===== src/hdl/fcd_pkg.sv =====
package fcd_pkg;
    // clock and timing
    localparam longint CLK_HZ          = 25_000_000;
    localparam longint SHUNT_HOLD_MIN  = 5;
    localparam longint SHUNT_HOLD_CYC  = SHUNT_HOLD_MIN * 60 * CLK_HZ;
    localparam longint CONFIRM_MS      = 10;
    localparam longint CONFIRM_CYC     = (CONFIRM_MS * CLK_HZ) / 1000;
    localparam int     SHUNT_W         = 34;
    localparam int     CONFIRM_W       = 20;

    // incoming control byte fields
    localparam int     CTL_TORQUE_BIT  = 0;
    localparam int     CTL_ANGLE_BIT   = 1;
    localparam int     CTL_SHUNT_BIT   = 2;
    localparam int     SEL_W           = 7;

    // selection codes
    localparam logic [6:0] SEL_NONE    = 7'h00;
    localparam logic [6:0] SEL_FIRST   = 7'h01;
    localparam logic [6:0] SEL_LAST    = 7'h20;
    localparam logic [6:0] SEL_RES_LO  = 7'h21;
    localparam logic [6:0] SEL_RES_HI  = 7'h3e;
    localparam logic [6:0] SEL_FACTORY = 7'h3f;

    // register map, byte addresses
    localparam logic [7:0] ADDR_CONTROL    = 8'h00;
    localparam logic [7:0] ADDR_STATUS     = 8'h04;
    localparam logic [7:0] ADDR_IRQ_STATUS = 8'h08;
    localparam logic [7:0] ADDR_IRQ_ENABLE = 8'h0c;
    localparam logic [7:0] ADDR_IRQ_CLEAR  = 8'h10;
    localparam logic [7:0] CONTROL_RESET   = 8'h01;
    localparam int         CONTROL_EN_BIT  = 0;

    // interrupt event bits
    localparam int IRQ_W          = 6;
    localparam int EV_TORQUE      = 0;
    localparam int EV_ANGLE       = 1;
    localparam int EV_SHUNT_TMO   = 2;
    localparam int EV_LOAD        = 3;
    localparam int EV_INVALID     = 4;
    localparam int EV_MISMATCH    = 5;

    localparam logic [1:0] RESP_OKAY   = 2'h0;
    localparam logic [1:0] RESP_SLVERR = 2'h2;

    typedef enum logic [1:0] {
        SH_IDLE = 2'b00,
        SH_ON   = 2'b01,
        SH_WAIT = 2'b10
    } fcd_shunt_t;
endpackage


===== src/hdl/fcd_decoder.sv =====
// Design decisions made here: the register offsets and the AXI4-Lite register port.
`timescale 1ns/100ps
module fcd_decoder
    import fcd_pkg::*;
#(
    parameter logic [SHUNT_W-1:0]   SHUNT_CYCLES   = SHUNT_W'(SHUNT_HOLD_CYC),
    parameter logic [CONFIRM_W-1:0] CONFIRM_CYCLES = CONFIRM_W'(CONFIRM_CYC)
) (
    // clock and reset
    input  wire logic               clock,
    input  wire logic               rst_n,
    // fieldbus process data in
    input  wire logic               fb_cycle,
    input  wire logic [7:0]         fb_ctrl_byte,
    input  wire logic [7:0]         fb_param_byte,
    // measurement and parameter store side
    input  wire logic               torque_zero_done,
    input  wire logic               angle_zero_done,
    input  wire logic               sel_blocked,
    input  wire logic               web_editing,
    input  wire logic               param_load_done,
    output logic                    zero_torque_req,
    output logic                    zero_angle_req,
    output logic                    shunt_on,
    output logic                    param_load,
    output logic                    factory_load,
    output logic [SEL_W-1:0]        param_sel,
    // fieldbus status out
    output logic                    torque_confirm,
    output logic                    angle_confirm,
    output logic [SEL_W-1:0]        active_set,
    output logic                    sel_lock,
    output logic                    invalid_flag,
    output logic                    mismatch_flag,
    output logic                    irq,
    // axi4-lite slave
    input  wire logic [7:0]         s_axi_awaddr,
    input  wire logic               s_axi_awvalid,
    output logic                    s_axi_awready,
    input  wire logic [31:0]        s_axi_wdata,
    input  wire logic [3:0]         s_axi_wstrb,
    input  wire logic               s_axi_wvalid,
    output logic                    s_axi_wready,
    output logic [1:0]              s_axi_bresp,
    output logic                    s_axi_bvalid,
    input  wire logic               s_axi_bready,
    input  wire logic [7:0]         s_axi_araddr,
    input  wire logic               s_axi_arvalid,
    output logic                    s_axi_arready,
    output logic [31:0]             s_axi_rdata,
    output logic [1:0]              s_axi_rresp,
    output logic                    s_axi_rvalid,
    input  wire logic               s_axi_rready
);

    function automatic logic sel_loadable(input logic [6:0] s);
        return (s >= SEL_FIRST && s <= SEL_LAST) || s == SEL_FACTORY;
    endfunction

    function automatic logic sel_invalid(input logic [6:0] s);
        return s > SEL_LAST && s != SEL_FACTORY && !(s >= SEL_RES_LO && s <= SEL_RES_HI);
    endfunction

    logic [7:0]             control;
    logic [7:0]             ctrl_q;
    logic [7:0]             param_q;
    logic [IRQ_W-1:0]       irq_status;
    logic [IRQ_W-1:0]       irq_enable;
    logic [IRQ_W-1:0]       events;
    fcd_shunt_t             shunt_state;
    logic [SHUNT_W-1:0]     shunt_cnt;
    logic [CONFIRM_W-1:0]   torque_cnt;
    logic [CONFIRM_W-1:0]   angle_cnt;
    logic [SEL_W-1:0]       pending_set;
    logic [7:0]             aw_addr;
    logic [31:0]            w_data;
    logic [3:0]             w_strb;
    logic                   aw_got;
    logic                   w_got;
    logic                   sample;
    logic                   torque_rise;
    logic                   angle_rise;
    logic                   shunt_rise;
    logic                   shunt_drop;
    logic                   sel_change;
    logic                   wr_fire;
    logic                   wr_byte0;

    assign sample      = fb_cycle && control[CONTROL_EN_BIT];
    // reserved control bits 3..7 never reach any decode
    assign torque_rise = sample && fb_ctrl_byte[CTL_TORQUE_BIT] && !ctrl_q[CTL_TORQUE_BIT];
    assign angle_rise  = sample && fb_ctrl_byte[CTL_ANGLE_BIT] && !ctrl_q[CTL_ANGLE_BIT];
    assign shunt_rise  = sample && fb_ctrl_byte[CTL_SHUNT_BIT] && !ctrl_q[CTL_SHUNT_BIT];
    assign shunt_drop  = sample && !fb_ctrl_byte[CTL_SHUNT_BIT];
    assign sel_change  = sample && fb_param_byte[SEL_W-1:0] != param_q[SEL_W-1:0];
    assign wr_fire     = aw_got && w_got && !s_axi_bvalid;
    assign wr_byte0    = wr_fire && w_strb[0];

    // previous fieldbus bytes, one sample per bus cycle
    always_ff @(posedge clock or negedge rst_n) begin
        if (!rst_n) begin
            ctrl_q  <= 8'h00;
            param_q <= 8'h00;
        end else if (sample) begin
            ctrl_q  <= fb_ctrl_byte;
            param_q <= fb_param_byte;
        end
    end

    // zeroing requests: one pulse per rising bit
    always_ff @(posedge clock or negedge rst_n) begin
        if (!rst_n) begin
            zero_torque_req <= 1'b0;
            zero_angle_req  <= 1'b0;
        end else begin
            zero_torque_req <= torque_rise;
            zero_angle_req  <= angle_rise;
        end
    end

    // shunt: fire on rise, drop on timeout or withdrawal, rearm after withdrawal
    always_ff @(posedge clock or negedge rst_n) begin
        if (!rst_n) begin
            shunt_state <= SH_IDLE;
            shunt_cnt   <= '0;
            shunt_on    <= 1'b0;
        end else begin
            unique case (shunt_state)
                SH_IDLE: begin
                    if (shunt_rise) begin
                        shunt_state <= SH_ON;
                        shunt_cnt   <= SHUNT_CYCLES;
                        shunt_on    <= 1'b1;
                    end
                end
                SH_ON: begin
                    if (shunt_drop) begin
                        shunt_state <= SH_IDLE;
                        shunt_on    <= 1'b0;
                    end else if (shunt_cnt <= SHUNT_W'(1)) begin
                        shunt_state <= SH_WAIT;
                        shunt_on    <= 1'b0;
                    end else begin
                        shunt_cnt <= shunt_cnt - SHUNT_W'(1);
                    end
                end
                SH_WAIT: begin
                    // a held request must be withdrawn before the next fires
                    if (shunt_drop) begin
                        shunt_state <= SH_IDLE;
                    end
                end
                default: begin
                    shunt_state <= SH_IDLE;
                    shunt_on    <= 1'b0;
                end
            endcase
        end
    end

    // parameter selection: load once per change when allowed
    always_ff @(posedge clock or negedge rst_n) begin
        if (!rst_n) begin
            param_load   <= 1'b0;
            factory_load <= 1'b0;
            param_sel    <= '0;
            pending_set  <= '0;
        end else begin
            param_load   <= 1'b0;
            factory_load <= 1'b0;
            // refused loads are not retried; the mismatch flag shows it
            if (sel_change && sel_loadable(fb_param_byte[SEL_W-1:0])
                && !sel_blocked && !web_editing) begin
                param_load   <= 1'b1;
                factory_load <= fb_param_byte[SEL_W-1:0] == SEL_FACTORY;
                param_sel    <= fb_param_byte[SEL_W-1:0];
                pending_set  <= fb_param_byte[SEL_W-1:0];
            end
        end
    end

    // returned set number and status flags
    always_ff @(posedge clock or negedge rst_n) begin
        if (!rst_n) begin
            active_set    <= '0;
            sel_lock      <= 1'b0;
            invalid_flag  <= 1'b0;
            mismatch_flag <= 1'b0;
        end else begin
            if (param_load_done) begin
                active_set <= pending_set;
            end
            sel_lock      <= sel_blocked || web_editing;
            invalid_flag  <= sel_invalid(param_q[SEL_W-1:0]);
            mismatch_flag <= param_q[SEL_W-1:0] != active_set;
        end
    end

    // completion confirmation pulses
    always_ff @(posedge clock or negedge rst_n) begin
        if (!rst_n) begin
            torque_cnt     <= '0;
            angle_cnt      <= '0;
            torque_confirm <= 1'b0;
            angle_confirm  <= 1'b0;
        end else begin
            if (torque_zero_done) begin
                torque_cnt <= CONFIRM_CYCLES;
            end else if (torque_cnt != '0) begin
                torque_cnt <= torque_cnt - CONFIRM_W'(1);
            end
            if (angle_zero_done) begin
                angle_cnt <= CONFIRM_CYCLES;
            end else if (angle_cnt != '0) begin
                angle_cnt <= angle_cnt - CONFIRM_W'(1);
            end
            torque_confirm <= torque_zero_done || torque_cnt > CONFIRM_W'(1);
            angle_confirm  <= angle_zero_done || angle_cnt > CONFIRM_W'(1);
        end
    end

    // interrupts: set wins over clear
    always_comb begin
        events               = '0;
        events[EV_TORQUE]    = torque_rise;
        events[EV_ANGLE]     = angle_rise;
        events[EV_SHUNT_TMO] = shunt_state == SH_ON && !shunt_drop && shunt_cnt <= SHUNT_W'(1);
        events[EV_LOAD]      = param_load;
        events[EV_INVALID]   = sel_invalid(param_q[SEL_W-1:0]) && !invalid_flag;
        events[EV_MISMATCH]  = param_q[SEL_W-1:0] != active_set && !mismatch_flag;
    end

    always_ff @(posedge clock or negedge rst_n) begin
        if (!rst_n) begin
            irq_status <= '0;
            irq        <= 1'b0;
        end else begin
            if (wr_byte0 && aw_addr == ADDR_IRQ_CLEAR) begin
                irq_status <= (irq_status & ~w_data[IRQ_W-1:0]) | events;
            end else begin
                irq_status <= irq_status | events;
            end
            irq <= |(irq_status & irq_enable);
        end
    end

    // software registers
    always_ff @(posedge clock or negedge rst_n) begin
        if (!rst_n) begin
            control    <= CONTROL_RESET;
            irq_enable <= '0;
        end else if (wr_byte0) begin
            if (aw_addr == ADDR_CONTROL) begin
                control <= w_data[7:0];
            end
            if (aw_addr == ADDR_IRQ_ENABLE) begin
                irq_enable <= w_data[IRQ_W-1:0];
            end
        end
    end

    // axi write channel: address and data in either order
    always_ff @(posedge clock or negedge rst_n) begin
        if (!rst_n) begin
            s_axi_awready <= 1'b1;
            s_axi_wready  <= 1'b1;
            s_axi_bvalid  <= 1'b0;
            s_axi_bresp   <= RESP_OKAY;
            aw_got        <= 1'b0;
            w_got         <= 1'b0;
            aw_addr       <= 8'h00;
            w_data        <= 32'h0000_0000;
            w_strb        <= 4'h0;
        end else begin
            if (s_axi_awvalid && s_axi_awready) begin
                s_axi_awready <= 1'b0;
                aw_got        <= 1'b1;
                aw_addr       <= s_axi_awaddr;
            end
            if (s_axi_wvalid && s_axi_wready) begin
                s_axi_wready <= 1'b0;
                w_got        <= 1'b1;
                w_data       <= s_axi_wdata;
                w_strb       <= s_axi_wstrb;
            end
            if (wr_fire) begin
                s_axi_bvalid <= 1'b1;
                s_axi_bresp  <= (aw_addr == ADDR_CONTROL || aw_addr == ADDR_IRQ_ENABLE
                                 || aw_addr == ADDR_IRQ_CLEAR) ? RESP_OKAY : RESP_SLVERR;
            end
            if (s_axi_bvalid && s_axi_bready) begin
                s_axi_bvalid  <= 1'b0;
                aw_got        <= 1'b0;
                w_got         <= 1'b0;
                s_axi_awready <= 1'b1;
                s_axi_wready  <= 1'b1;
            end
        end
    end

    // axi read channel
    always_ff @(posedge clock or negedge rst_n) begin
        if (!rst_n) begin
            s_axi_arready <= 1'b1;
            s_axi_rvalid  <= 1'b0;
            s_axi_rdata   <= 32'h0000_0000;
            s_axi_rresp   <= RESP_OKAY;
        end else if (s_axi_arvalid && s_axi_arready) begin
            s_axi_arready <= 1'b0;
            s_axi_rvalid  <= 1'b1;
            s_axi_rresp   <= RESP_OKAY;
            unique case (s_axi_araddr)
                ADDR_CONTROL:    s_axi_rdata <= {24'h00_0000, control};
                ADDR_STATUS:     s_axi_rdata <= {8'h00, 1'b0, active_set, param_q,
                                                 sel_lock, invalid_flag, mismatch_flag,
                                                 shunt_state, shunt_on,
                                                 torque_confirm, angle_confirm};
                ADDR_IRQ_STATUS: s_axi_rdata <= {26'h000_0000, irq_status};
                ADDR_IRQ_ENABLE: s_axi_rdata <= {26'h000_0000, irq_enable};
                default: begin
                    s_axi_rdata <= 32'h0000_0000;
                    s_axi_rresp <= RESP_SLVERR;
                end
            endcase
        end else if (s_axi_rvalid && s_axi_rready) begin
            s_axi_rvalid  <= 1'b0;
            s_axi_arready <= 1'b1;
        end
    end
endmodule


===== config.mk =====
export PLATFORM = sky130hd
export DESIGN_NAME = fcd_decoder
export DESIGN_NICKNAME = d
export VERILOG_FILES = /design/src/hdl/fcd_pkg.sv /design/src/hdl/fcd_decoder.sv
export SDC_FILE = /design/constraint.sdc
export NUM_CORES = 1
export LEC_CHECK = 0
export ABC_AREA = 1
export BUFFER_PORTS_ARGS = -buffer_cell sky130_fd_sc_hd__buf_2
export CORE_MARGIN = 10
export CORE_UTILIZATION = 30
export DETAILED_ROUTE_END_ITERATION = 8
export HOLD_SLACK_MARGIN = 0.1
export PLACE_DENSITY = 0.54
export SYNTH_ARGS = -nofsm -noshare
export SYNTH_HDL_FRONTEND = slang
export SYNTH_SLANG_ARGS = --single-unit

===== constraint.sdc =====
create_clock -name clock -period 2.3 [get_ports clock]
set_input_delay 0.46 -clock clock [delete_from_list [all_inputs] [get_ports clock]]
set_output_delay 0.46 -clock clock [all_outputs]
set_load 0.1 [all_outputs]

### After elaboration in Yosys (flattened, before gate mapping)

Index checks and enable logic that the tools add are counted.

| cells by class | value |
|---|---|
| bitwise operators | 6 |
| reduce and logical (&&, ||, !) cells | 65 |
| equality and inequality tests | 16 |
| $add $sub $neg | 3 |
| multiplexer cells | 37 |
| magnitude comparators | 8 |

Operators with widths:

| operator | count |
|---|---|
| 34-bit 2-to-1 mux | 3 |
| 23-bit case mux with 4 select lines | 1 |
| 20-bit 2-to-1 mux | 4 |
| 34-bit case mux with 2 select lines | 1 |
| 20-bit by 1-bit greater-than comparator with 1-bit output (second input constant) | 2 |
| 20-bit nonzero test | 2 |
| 20-bit by 1-bit subtractor with 20-bit output (second input constant) | 2 |
| 34-bit by 1-bit <= comparator with 1-bit output (second input constant) | 1 |
| 34-bit by 1-bit subtractor with 34-bit output (second input constant) | 1 |
| 1-bit logical AND | 29 |
| 8-bit by 4-bit == test with 1-bit output (second input constant) | 3 |
| 1-bit 2-to-1 mux | 19 |
| 8-bit zero test | 2 |
| 7-bit by 6-bit <= comparator with 1-bit output (second input constant) | 2 |
| 7-bit inequality test | 2 |
| 2-bit nonzero test | 7 |
| 6-bit AND | 2 |
| 2-bit 2-to-1 mux | 6 |
| 6-bit OR | 2 |
| 1-bit zero test | 11 |
| 8-bit by 3-bit == test with 1-bit output (second input constant) | 1 |
| 8-bit by 5-bit == test with 1-bit output (second input constant) | 1 |
| 2-bit inequality test (second input constant) | 4 |
| 7-bit by 6-bit == test with 1-bit output (second input constant) | 1 |
| 19 further kinds | 26 |

| word-level totals | value |
|---|---|
| register bits after elaboration | 192 |
| output and inout port bits | 66 |
| input port bits | 81 |

### Depth between registers and ports, before layout

Gate-level depths: netlist of the first run.

| logic depth | value |
|---|---|
| depth after elaboration | 7 |
| gate-level depth with buffers | 13 |
| gate-level depth less buffers | 12 |

### Worst setup path after synthesis of the first run

OpenSTA, ideal clock, no wires.

| timing | value |
|---|---|
| path type | register to register |
| start | reg s_axi_bvalid |
| end | reg control[1] |
| slack | 0.448 ns |
| stages on the path, launching flop included | 7 |
| required time | 2.168 ns |
| arrival | 1.721 ns |
| setup time | 0.132 ns |
| cell sequence | dfrtp_1 -> inv_1 -> nand3_1 -> nor2_1 -> nand2_1 -> clkbuf_1 -> o21ai_0 |

| between the ends | value |
|---|---|
| word-level cells in the longest chain between the ends | 4 |

RTL lines:

| item | line | RTL |
|---|---|---|
| start: declaration | fcd_decoder.sv:45 | `output logic s_axi_bvalid,` |
| start signal: assignment | fcd_decoder.sv:267 | `s_axi_bvalid <= 1'b0;` |
| start signal: assignment | fcd_decoder.sv:287 | `s_axi_bvalid <= 1'b1;` |
| start signal: assignment | fcd_decoder.sv:292 | `s_axi_bvalid <= 1'b0;` |
| 1-bit zero test | fcd_decoder.sv:96 | `assign wr_fire = aw_got && w_got && !s_axi_bvalid;` |
| 1-bit logical AND | fcd_decoder.sv:96 |  |
| 1-bit logical AND | fcd_decoder.sv:97 | `assign wr_byte0 = wr_fire && w_strb[0];` |
| 2-bit AND reduction (no source line) | -- |  |
| end signal: assignment | fcd_decoder.sv:254 | `control <= w_data[7:0];` |
| end: declaration | fcd_decoder.sv:64 | `logic [7:0] control;` |

No other way between the ends.
A chain may end at the register's enable or synchronous reset.

### Worst setup path after layout of the first run

| timing | value |
|---|---|
| start | reg shunt_cnt[31] |
| end | reg shunt_cnt[9] |

| between the ends | value |
|---|---|
| word-level cells in the longest chain between the ends | 3 |

RTL lines:

| item | line | RTL |
|---|---|---|
| start: declaration | fcd_decoder.sv:71 | `logic [SHUNT_W-1:0] shunt_cnt;` |
| start signal: assignment | fcd_decoder.sv:144 | `shunt_cnt <= shunt_cnt - SHUNT_W'(1);` |
| 34-bit by 1-bit <= comparator with 1-bit output | fcd_decoder.sv:140 | `end else if (shunt_cnt <= SHUNT_W'(1)) begin` |
| 2-bit inequality test (no source line) | -- |  |
| 4-bit AND reduction (no source line) | -- |  |

No other way between the ends.

==> flow_metrics.tcl, run 1 <==
set metrics [dict create \
    gr-total-overflow 0 \
    syn_area_sq_um 9280 \
    fin_ws_ns 0.279 \
    grt_usage_pct 13.0 \
    place.gp.congestion 0.864 \
    ys_ff_latch 181 \
    die_x_um 196 \
    final_hold_viol_count 0 \
    yosysMostFrequentCell "nand2_1" \
    drt_iter0_drc 497 \
    setup.worst_path.end_class "flip-flop" \
    tightestPinTransition_ns 0.556 \
    worstPathCellList "nor2_1, inv_1, nor2_1, nand2_1, nor2_1, nand2_1, nand2_1, nand2_2, nand2_4, nand2_1, nand2_1" \
    finalPower_mw 9.33 \
    cts_buffers 17 \
    synth_top_area_share_pct 47.7 \
    clk_path_buf_depth 2 \
    wl_per_cell_um 14.2 \
    finalSetupViolCount 0 \
    holdCritPathClass "input pin to flip-flop" \
    rr_startpoint "shunt_cnt[31]$_DFFE_PN0P_" \
    layout.nets 1419 \
    startpoint_type "flip-flop" \
    dr.pass1.iters 6 \
    slew_violations 0 \
    cts_tree "yes" \
    io_buffer_count 103 \
    synth_cell_types 41 \
    power.density_nw_per_um2 855 \
    n_fill_cell 3259 \
    clock_skew_ns 0.00843 \
    ys_async_sr_fraction_pct 100 \
    ys_warn_count 0 \
    cts_sinks 181 \
    synth_cells 1218 \
    rsz0062_at_grt "no" \
    pre_cts_ws_ns 0.252 \
    critPathRequiredTime_ns 2.67 \
    die_height_um 196 \
    dpl.cell_count 1708 \
    fmaxAchievable_ghz 0.495 \
    core-area_sq_um 30600 \
    status "finished, final reports clean" \
    final_cells 1741 \
    num_rows 64 \
    synth_edf_count 0 \
    critPathLaunch "shunt_cnt[31]$_DFFE_PN0P_" \
    relSlewSlack_pct 62.8 \
    synthTopCellsByArea "dfrtp_1 48%, nand2_1 15%, nor2_1 6.4%" \
    crit_type "flip-flop to flip-flop" \
    clk_latency_ns 0.44 \
    antenna_found_initial 1 \
    slowest_delay_ns 0.42 \
    clk_pin_slew_ns 0.07 \
    vias_per_cell 4.57 \
    crit_top_cell "nand2_1" \
    ys_seq_area_share_pct 48.9 \
    ant_nets 0 \
    ys.flop_type "dfrtp_1" \
    critPathMaxFanout 34 \
    critPathBufInv 1 \
    hp-start "s_axi_awvalid" \
    synth_area_leader_cell "dfrtp_1" \
    power.leakage_nw 5.82 \
    post-route-drc-count 0 \
    dp_hpwl_um 18700 \
    worst_ep_arrival_time_ns 2.40 \
    tns_ns 0 \
    num_io_pins 147 \
    grt_pass1_wl_um 40900 \
    synth_commonest_cells "377 x nand2_1, 177 x dfrtp_1, 158 x nor2_1" \
    area_growth_pct 17.5 \
    register_area_sq_um 4530 \
    die-area_sq_um 38400 \
    crit_family "simple AND/OR/NAND/NOR gates" \
    grt_max_degree 49 \
    vdd_ir_drop_max_mv 0.700 \
    drive_gt1_share_pct 13.8 \
    grt_pass1_vias 7707 \
    cap_violations 0 \
    multi_input_area_sq_um 4110 \
    cts-root-buf "clkbuf_16" \
    worst_path_max_delay_cell "dfrtp_1" \
    post_cts_buffers 0 \
    wirelength_um 24800 \
    vias 7961 \
    n_antenna_cell 0 \
    timing.final.crit_period_ns 2.02 \
    cts_htree_levels 4 \
    syn_avg_cell_area_sq_um 7.62 \
    initial_utilization_pct 30.3 \
    min_period_over_period_pct 87.9 \
]
per-stage QoR:
stage	instance area (sq um)	util (%)	hold slack, ns
floorplan	9320	-	0.164
global placement	10300	33.7	0.439
detailed placement	10300	33.7	0.435
CTS	10900	35.6	0.173
global route	10900	35.6	0.170
finish	10900	35.6	0.189
registers in the layout (all words and copies together) (netlist names), 8 cells and up:
name         cells
angle_cnt       20
aw_addr          8
control          8
param_q          8
s_axi_rdata     23
shunt_cnt       34
torque_cnt      20
w_data           8
metal layers:
layer,vias up,global-route usage (%),routed length (um)
met2,150,20.2,11200
met5,-,0,13
li1,4077,-,-
met4,2,3.45,329
met1,3709,17.8,12100
met3,23,2.95,1110
layout make-up:
| class | instances | share of cell area [%] |
|---|---|---|
| clock buffers | 19 | 4.06 |
| clock inverters | 13 | 1.23 |
| inverters | 129 | 4.44 |
| multi-input cells | 881 | 37.7 |
| flip-flops and latches | 181 | 41.6 |
| well taps | 396 | 4.54 |
| repair buffers | 122 | 6.48 |
placed cells by master (no fill, tap or decap), types with 3 or more instances in the layout:
cell and instances:
nand2_1 376, dfrtp_1 177, nor2_1 158, inv_1 125, buf_2 102, o21ai_0 99, nand3_1 67, nand4_1 27
xor2_1 27, nor3_1 23, clkbuf_16 17, a21oi_1 15, buf_4 15, or2_2 13, xnor2_1 13, conb_1 11
o31ai_1 10, ha_1 6, clkinv_2 5, nor2_2 4, dfstp_2 4, nor4_1 3, inv_2 3, o211ai_1 3
nand3b_1 3, clkinvlp_4 3, buf_12 3
report_power, final:
group          total (mW)  internal, mW  switching [mW]
sequential           4.06          3.67           0.393
combinational        2.36         0.597            1.76
clock                2.91          1.63            1.28
timing repair:
action	in CTS	in global routing
endpoints found under the hold margin	43	0
endpoints found under the setup margin	0	2
resized for setup	0	3
hold buffers	1	0
worst paths after layout:
check,cells past startpoint,to,slack [ns]
max,11,shunt_cnt[9]$_DFFE_PN0P_,0.28
min,2,s_axi_awready$_DFFE_PN1P_,0.19
max reg2reg,11,shunt_cnt[9]$_DFFE_PN0P_,0.28
min reg2reg,1,zero_angle_req$_DFF_PN0_,0.44
max in group asynchronous,3,s_axi_rdata[14]$_DFFE_PN0P_,1.09
min in group asynchronous,2,shunt_cnt[11]$_DFFE_PN0P_,0.54
cell families (layout without fill, tap and decap cells):
kind of cell	count (synthesis)	in the layout	share of synthesized area, %
other	1	11	0.0404
flip-flops	181	181	48.9
buffers and inverters	166	283	7.44
adder cells (fa/ha/maj)	6	6	0.809
multiplexers	2	2	0.243
AO/OA/AOI/OAI	138	138	8.07
AND/OR/NAND/NOR	684	684	30.8
XOR/XNOR	40	40	3.77
No activity file was read; power rests on OpenSTA's default activity.
==> run 2: changes to the inputs <==
--- a/config.mk
+++ b/config.mk
@@ -7,7 +7,7 @@
 export LEC_CHECK = 0
 export ABC_AREA = 1
 export BUFFER_PORTS_ARGS = -buffer_cell sky130_fd_sc_hd__buf_2
-export CORE_MARGIN = 10
+export CORE_MARGIN = 3
 export CORE_UTILIZATION = 30
 export DETAILED_ROUTE_END_ITERATION = 8
 export HOLD_SLACK_MARGIN = 0.1
==> flow_metrics.tcl, run 2 (same netlist as run 1, synthesis figures left out) <==
set metrics [dict create \
    grt_max_degree 56 \
    post_cts_buffers 0 \
    grt_pass1_wl_um 39500 \
    critPathRequiredTime_ns 2.62 \
    drt_iter0_drc 465 \
    die_x_um 182 \
    cts_sinks 181 \
    antenna_found_initial 0 \
    ant_nets 0 \
    wirelength_um 23600 \
    fmaxAchievable_ghz 0.489 \
    largest_reg_flops 34 \
    holdCritPathClass "input pin to flip-flop" \
    vias_per_cell 4.56 \
    layout.nets 1419 \
    n_antenna_cell 0 \
    setup.worst_path.end_class "flip-flop" \
    cts_buffers 17 \
    tightestPinTransition_ns 0.566 \
    wl_per_cell_um 13.6 \
    grt_pass1_vias 7779 \
    rr_startpoint "torque_cnt[0]$_DFFE_PN0P_" \
    cap_violations 0 \
    io_buffer_count 103 \
    top_regs "shunt_cnt: 34 flops, s_axi_rdata: 23 flops" \
    clk_pin_slew_ns 0.07 \
    rsz0062_at_grt "no" \
    critPathLaunch "torque_cnt[0]$_DFFE_PN0P_" \
    pre_cts_ws_ns 0.261 \
    relSlewSlack_pct 62.1 \
    dr.pass1.iters 5 \
    power.leakage_nw 5.82 \
    post-route-drc-count 0 \
    area_growth_pct 17.6 \
    die_height_um 182 \
    slew_violations 0 \
    n_fill_cell 3168 \
    crit_type "flip-flop to flip-flop" \
    top_register "shunt_cnt" \
    cts_htree_levels 4 \
    power.density_nw_per_um2 864 \
    die-area_sq_um 33100 \
    cts-root-buf "clkbuf_16" \
    gr-total-overflow 0 \
    hp-start "s_axi_awvalid" \
    clk_latency_ns 0.43 \
    dp_hpwl_um 17400 \
    place.gp.congestion 0.857 \
    vdd_ir_drop_max_mv 0.528 \
    cts_tree "yes" \
    vias 7907 \
    startpoint_type "flip-flop" \
    worst_ep_arrival_time_ns 2.36 \
    grt_usage_pct 14.5 \
    initial_utilization_pct 30.9 \
    core-area_sq_um 30000 \
    final_hold_viol_count 0 \
    num_rows 63 \
    critPathMaxFanout 7 \
    status "finished, final reports clean" \
    drive_gt1_share_pct 13.5 \
    clock_skew_ns 0.00935 \
    layout_common_cells "376 x nand2_1, 177 x dfrtp_1, 158 x nor2_1, 125 x inv_1, 102 x buf_2" \
    tns_ns 0 \
    min_period_over_period_pct 88.8 \
    clk_path_buf_depth 2 \
    timing.final.crit_period_ns 2.04 \
    finalSetupViolCount 0 \
    fin_ws_ns 0.257 \
    final_common_cell "nand2_1" \
    num_io_pins 147 \
    fin_hold_ws_ns 0.206 \
]
==> run 2: cell count changes in the layout (fill, tap and decap cells not counted), sizes merged <==
| cell | change |
|---|---|
| bufinv | +1 |
| clkbuf | +5 |
| clkinv | -4 |
| clkinvlp | -1 |
| inv | -1 |
==> run 2: final cells by class <==
cell class                      instances  area, sq um  share of cell area [%]
Timing Repair Buffer                  122          707                    6.48
Inverter                              129          484                    4.44
Multi-Input combinational cell        881         4110                    37.6
Tap cell                              390          488                    4.47
Clock inverter                          8          124                    1.13
Sequential cell                       181         4530                    41.5
Clock buffer                           24          472                    4.32
==> run 2: per-stage QoR <==
stage / instances / util, % / power (mW) / cell area, sq um
2_1_floorplan: 1228 / - / 5.84 / 9320
3_3_place_gp: 1702 / 34.3 / 6.45 / 10300
3_5_place_dp: 1702 / 34.3 / 6.48 / 10300
4_1_cts: 1735 / 36.3 / 9.54 / 10900
5_1_grt: 1735 / 36.3 / 9.96 / 10900
6_report: 1735 / 36.3 / 9.43 / 10900
==> run 2: final timing paths <==
path	end	slack, ns	depth (start not counted)
max in group asynchronous	control[0]$_DFFE_PN1P_	1.05	3
hold reg to reg	zero_torque_req$_DFF_PN0_	0.46	1
min in group asynchronous	angle_cnt[13]$_DFFE_PN0P_	0.56	2
hold / removal	s_axi_awready$_DFFE_PN1P_	0.21	2
setup reg to reg	torque_cnt[17]$_DFFE_PN0P_	0.26	10
setup / recovery	torque_cnt[17]$_DFFE_PN0P_	0.26	10
==> run 2: report_power, final <==
part / internal, mW / switching, mW
registers: 3.67 / 0.380
clock network: 1.77 / 1.25
logic: 0.601 / 1.76
==> run 2: per-layer routing <==
| metal | GRT usage (%) | vias up | wire length, um |
|---|---|---|---|
| met1 | 20.2 | 3692 | 11900 |
| met3 | 2.84 | 20 | 704 |
| met4 | 3.78 | 0 | 296 |
| li1 | - | 4086 | - |
| met2 | 23.1 | 109 | 10800 |
| met5 | 0 | - | 0 |
==> run 2: critical path, cell delays in order, from the launching register on <==
cell and delay (ns):
dfrtp_1 0.41, inv_1 0.09, ha_1 0.23, nand2_1 0.13, nor2_2 0.25, nand3_1 0.30, nand2_1 0.22, inv_1 0.06
nand3_1 0.09, or2_2 0.11, nand2_1 0.04
==> run 2: what timing repair did <==
| item | CTS | global route |
|---|---|---|
| endpoints found under the setup margin | 0 | 12 |
| hold buffers | 1 | 0 |
| endpoints found under the hold margin | 50 | 0 |
| resized for setup | 0 | 2 |
==> run 3: changes to the inputs <==
==> constraint.sdc (replaced) <==
create_clock -name clock -period 2.3 [get_ports clock]
set_input_delay 0.115 -clock clock [delete_from_list [all_inputs] [get_ports clock]]
set_output_delay 0.115 -clock clock [all_outputs]
set_load 0.1 [all_outputs]
==> flow_metrics.tcl, run 3 (same netlist as run 1, synthesis figures left out) <==
set metrics [dict create \
    top_register "shunt_cnt" \
    vias_per_cell 4.54 \
    power.density_nw_per_um2 825 \
    cts_htree_levels 4 \
    cts_tree "yes" \
    vdd_ir_drop_max_mv 0.499 \
    grt_usage_pct 14.6 \
    antenna_found_initial 0 \
    register_area_sq_um 4530 \
    startpoint_type "flip-flop" \
    initial_utilization_pct 30.9 \
    critPathRequiredTime_ns 2.68 \
    n_antenna_cell 0 \
    wl_per_cell_um 13.4 \
    slew_violations 0 \
    dp_hpwl_um 17400 \
    clk_pin_slew_ns 0.07 \
    wirelength_um 23800 \
    clk_path_buf_depth 2 \
    holdCritPathClass "input pin to flip-flop" \
    cts_sinks 181 \
    core-area_sq_um 30000 \
    fmaxAchievable_ghz 0.493 \
    num_io_pins 147 \
    final_common_cell "nand2_1" \
    final_cells 1774 \
    critPathMaxFanout 34 \
    drt_iter0_drc 536 \
    grt_pass1_vias 7847 \
    die_x_um 182 \
    finalSetupViolCount 0 \
    status "finished, final reports clean" \
    timing.final.crit_period_ns 2.03 \
    relSlewSlack_pct 55.5 \
    crit_type "flip-flop to flip-flop" \
    grt_max_degree 70 \
    tightestPinTransition_ns 0.663 \
    multi_input_area_sq_um 4100 \
    die-area_sq_um 33100 \
    vias 8050 \
    drive_gt1_share_pct 13.2 \
    tns_ns 0 \
    dr.pass1.iters 6 \
    num_rows 63 \
    place.gp.congestion 0.834 \
    area_growth_pct 21.5 \
    power.leakage_nw 5.98 \
    rsz0062_at_grt "no" \
    cts-root-buf "clkbuf_16" \
    io_buffer_count 103 \
    post-route-drc-count 0 \
    setup.worst_path.end_class "flip-flop" \
    min_period_over_period_pct 88.2 \
    die_height_um 182 \
    layout.nets 1458 \
    top_regs "shunt_cnt: 34 flops, s_axi_rdata: 23 flops" \
    clock_skew_ns 0.00868 \
    worst_ep_arrival_time_ns 2.40 \
    cts_buffers 17 \
    final_hold_viol_count 0 \
    cap_violations 0 \
    gr-total-overflow 0 \
    dpl.cell_count 1700 \
    ant_nets 0 \
    clk_latency_ns 0.43 \
    grt_pass1_wl_um 39700 \
    n_fill_cell 3107 \
    largest_reg_flops 34 \
    layout_common_cells "377 x nand2_1, 177 x dfrtp_1, 158 x nor2_1, 125 x inv_1, 102 x buf_2" \
    reg2reg_slack_ns 0.27 \
]
==> run 3: changes by cell type in the layout (fill, tap and decap cells not counted), sizes merged <==
cell / previous run / this run
clkinv: 4 / 9
inv: 128 / 131
clkinvlp: 2 / 1
buf: 120 / 118
bufinv: 3 / 1
clkbuf: 25 / 20
dlygate4sd3: 1 / 42
==> run 3: where the power goes <==
part           internal [mW]  switching [mW]
Clock                   1.54            1.30
Sequential              3.67           0.366
Combinational          0.657            1.78
==> run 3: area by class of cell <==
class / count / share of cell area, %
inverters: 129 / 4.29
clock inverters: 13 / 1.11
clock buffers: 19 / 3.93
repair buffers: 161 / 9.78
multi-input cells: 881 / 36.4
well taps: 390 / 4.33
flip-flops and latches: 181 / 40.2
==> run 3: metal layers <==
metal,global-route usage [%],routed length [um],vias up
li1,-,-,4162
met1,20.2,11700,3741
met2,23.5,10900,124
met3,2.84,809,23
met4,4.02,366,0
met5,0,0,-
==> run 3: critical path: stages, from the launching register on <==
cell and delay (ns):
dfrtp_1 0.42, nor2_1 0.24, nand2_1 0.11, nor2_1 0.21
nand4_1 0.18, nand2_1 0.18, nand2_2 0.11, nand2_4 0.32
nand2_1 0.10, nand2_1 0.09
==> run 3: path summary, 6_finish.rpt <==
check | startpoint | endpoint | cells past startpoint
min in group asynchronous | rst_n | angle_cnt[17]$_DFFE_PN0P_ | 2
min reg2reg | ctrl_q[0]$_DFFE_PN0P_ | zero_torque_req$_DFF_PN0_ | 1
max in group asynchronous | rst_n | control[0]$_DFFE_PN1P_ | 3
max | shunt_cnt[16]$_DFFE_PN0P_ | shunt_cnt[17]$_DFFE_PN0P_ | 9
max reg2reg | shunt_cnt[16]$_DFFE_PN0P_ | shunt_cnt[17]$_DFFE_PN0P_ | 9
min | s_axi_araddr[4] | s_axi_rresp[1]$_DFFE_PN0P_ | 5
==> run 3: through the flow <==
step	util (%)	area (sq um)	hold WS, ns	setup slack, ns	total power [mW]
detailed placement	34.2	10300	0.184	0.247	6.48
global route	37.5	11300	0.133	0.00137	9.87
CTS	37.5	11300	0.109	0.235	9.42
global placement	34.2	10300	0.182	0.278	6.44
floorplan	-	9320	-0.181	0.448	5.84
finish	37.5	11300	0.116	0.271	9.31
==> run 3: repair_timing <==
| action | in CTS | in global routing |
|---|---|---|
| gates resized for setup | 0 | 1 |
| hold endpoints to repair | 134 | 0 |
| endpoints found under the setup margin | 0 | 2 |
| hold buffers | 42 | 0 |
| buffers inserted | 0 | 0 |
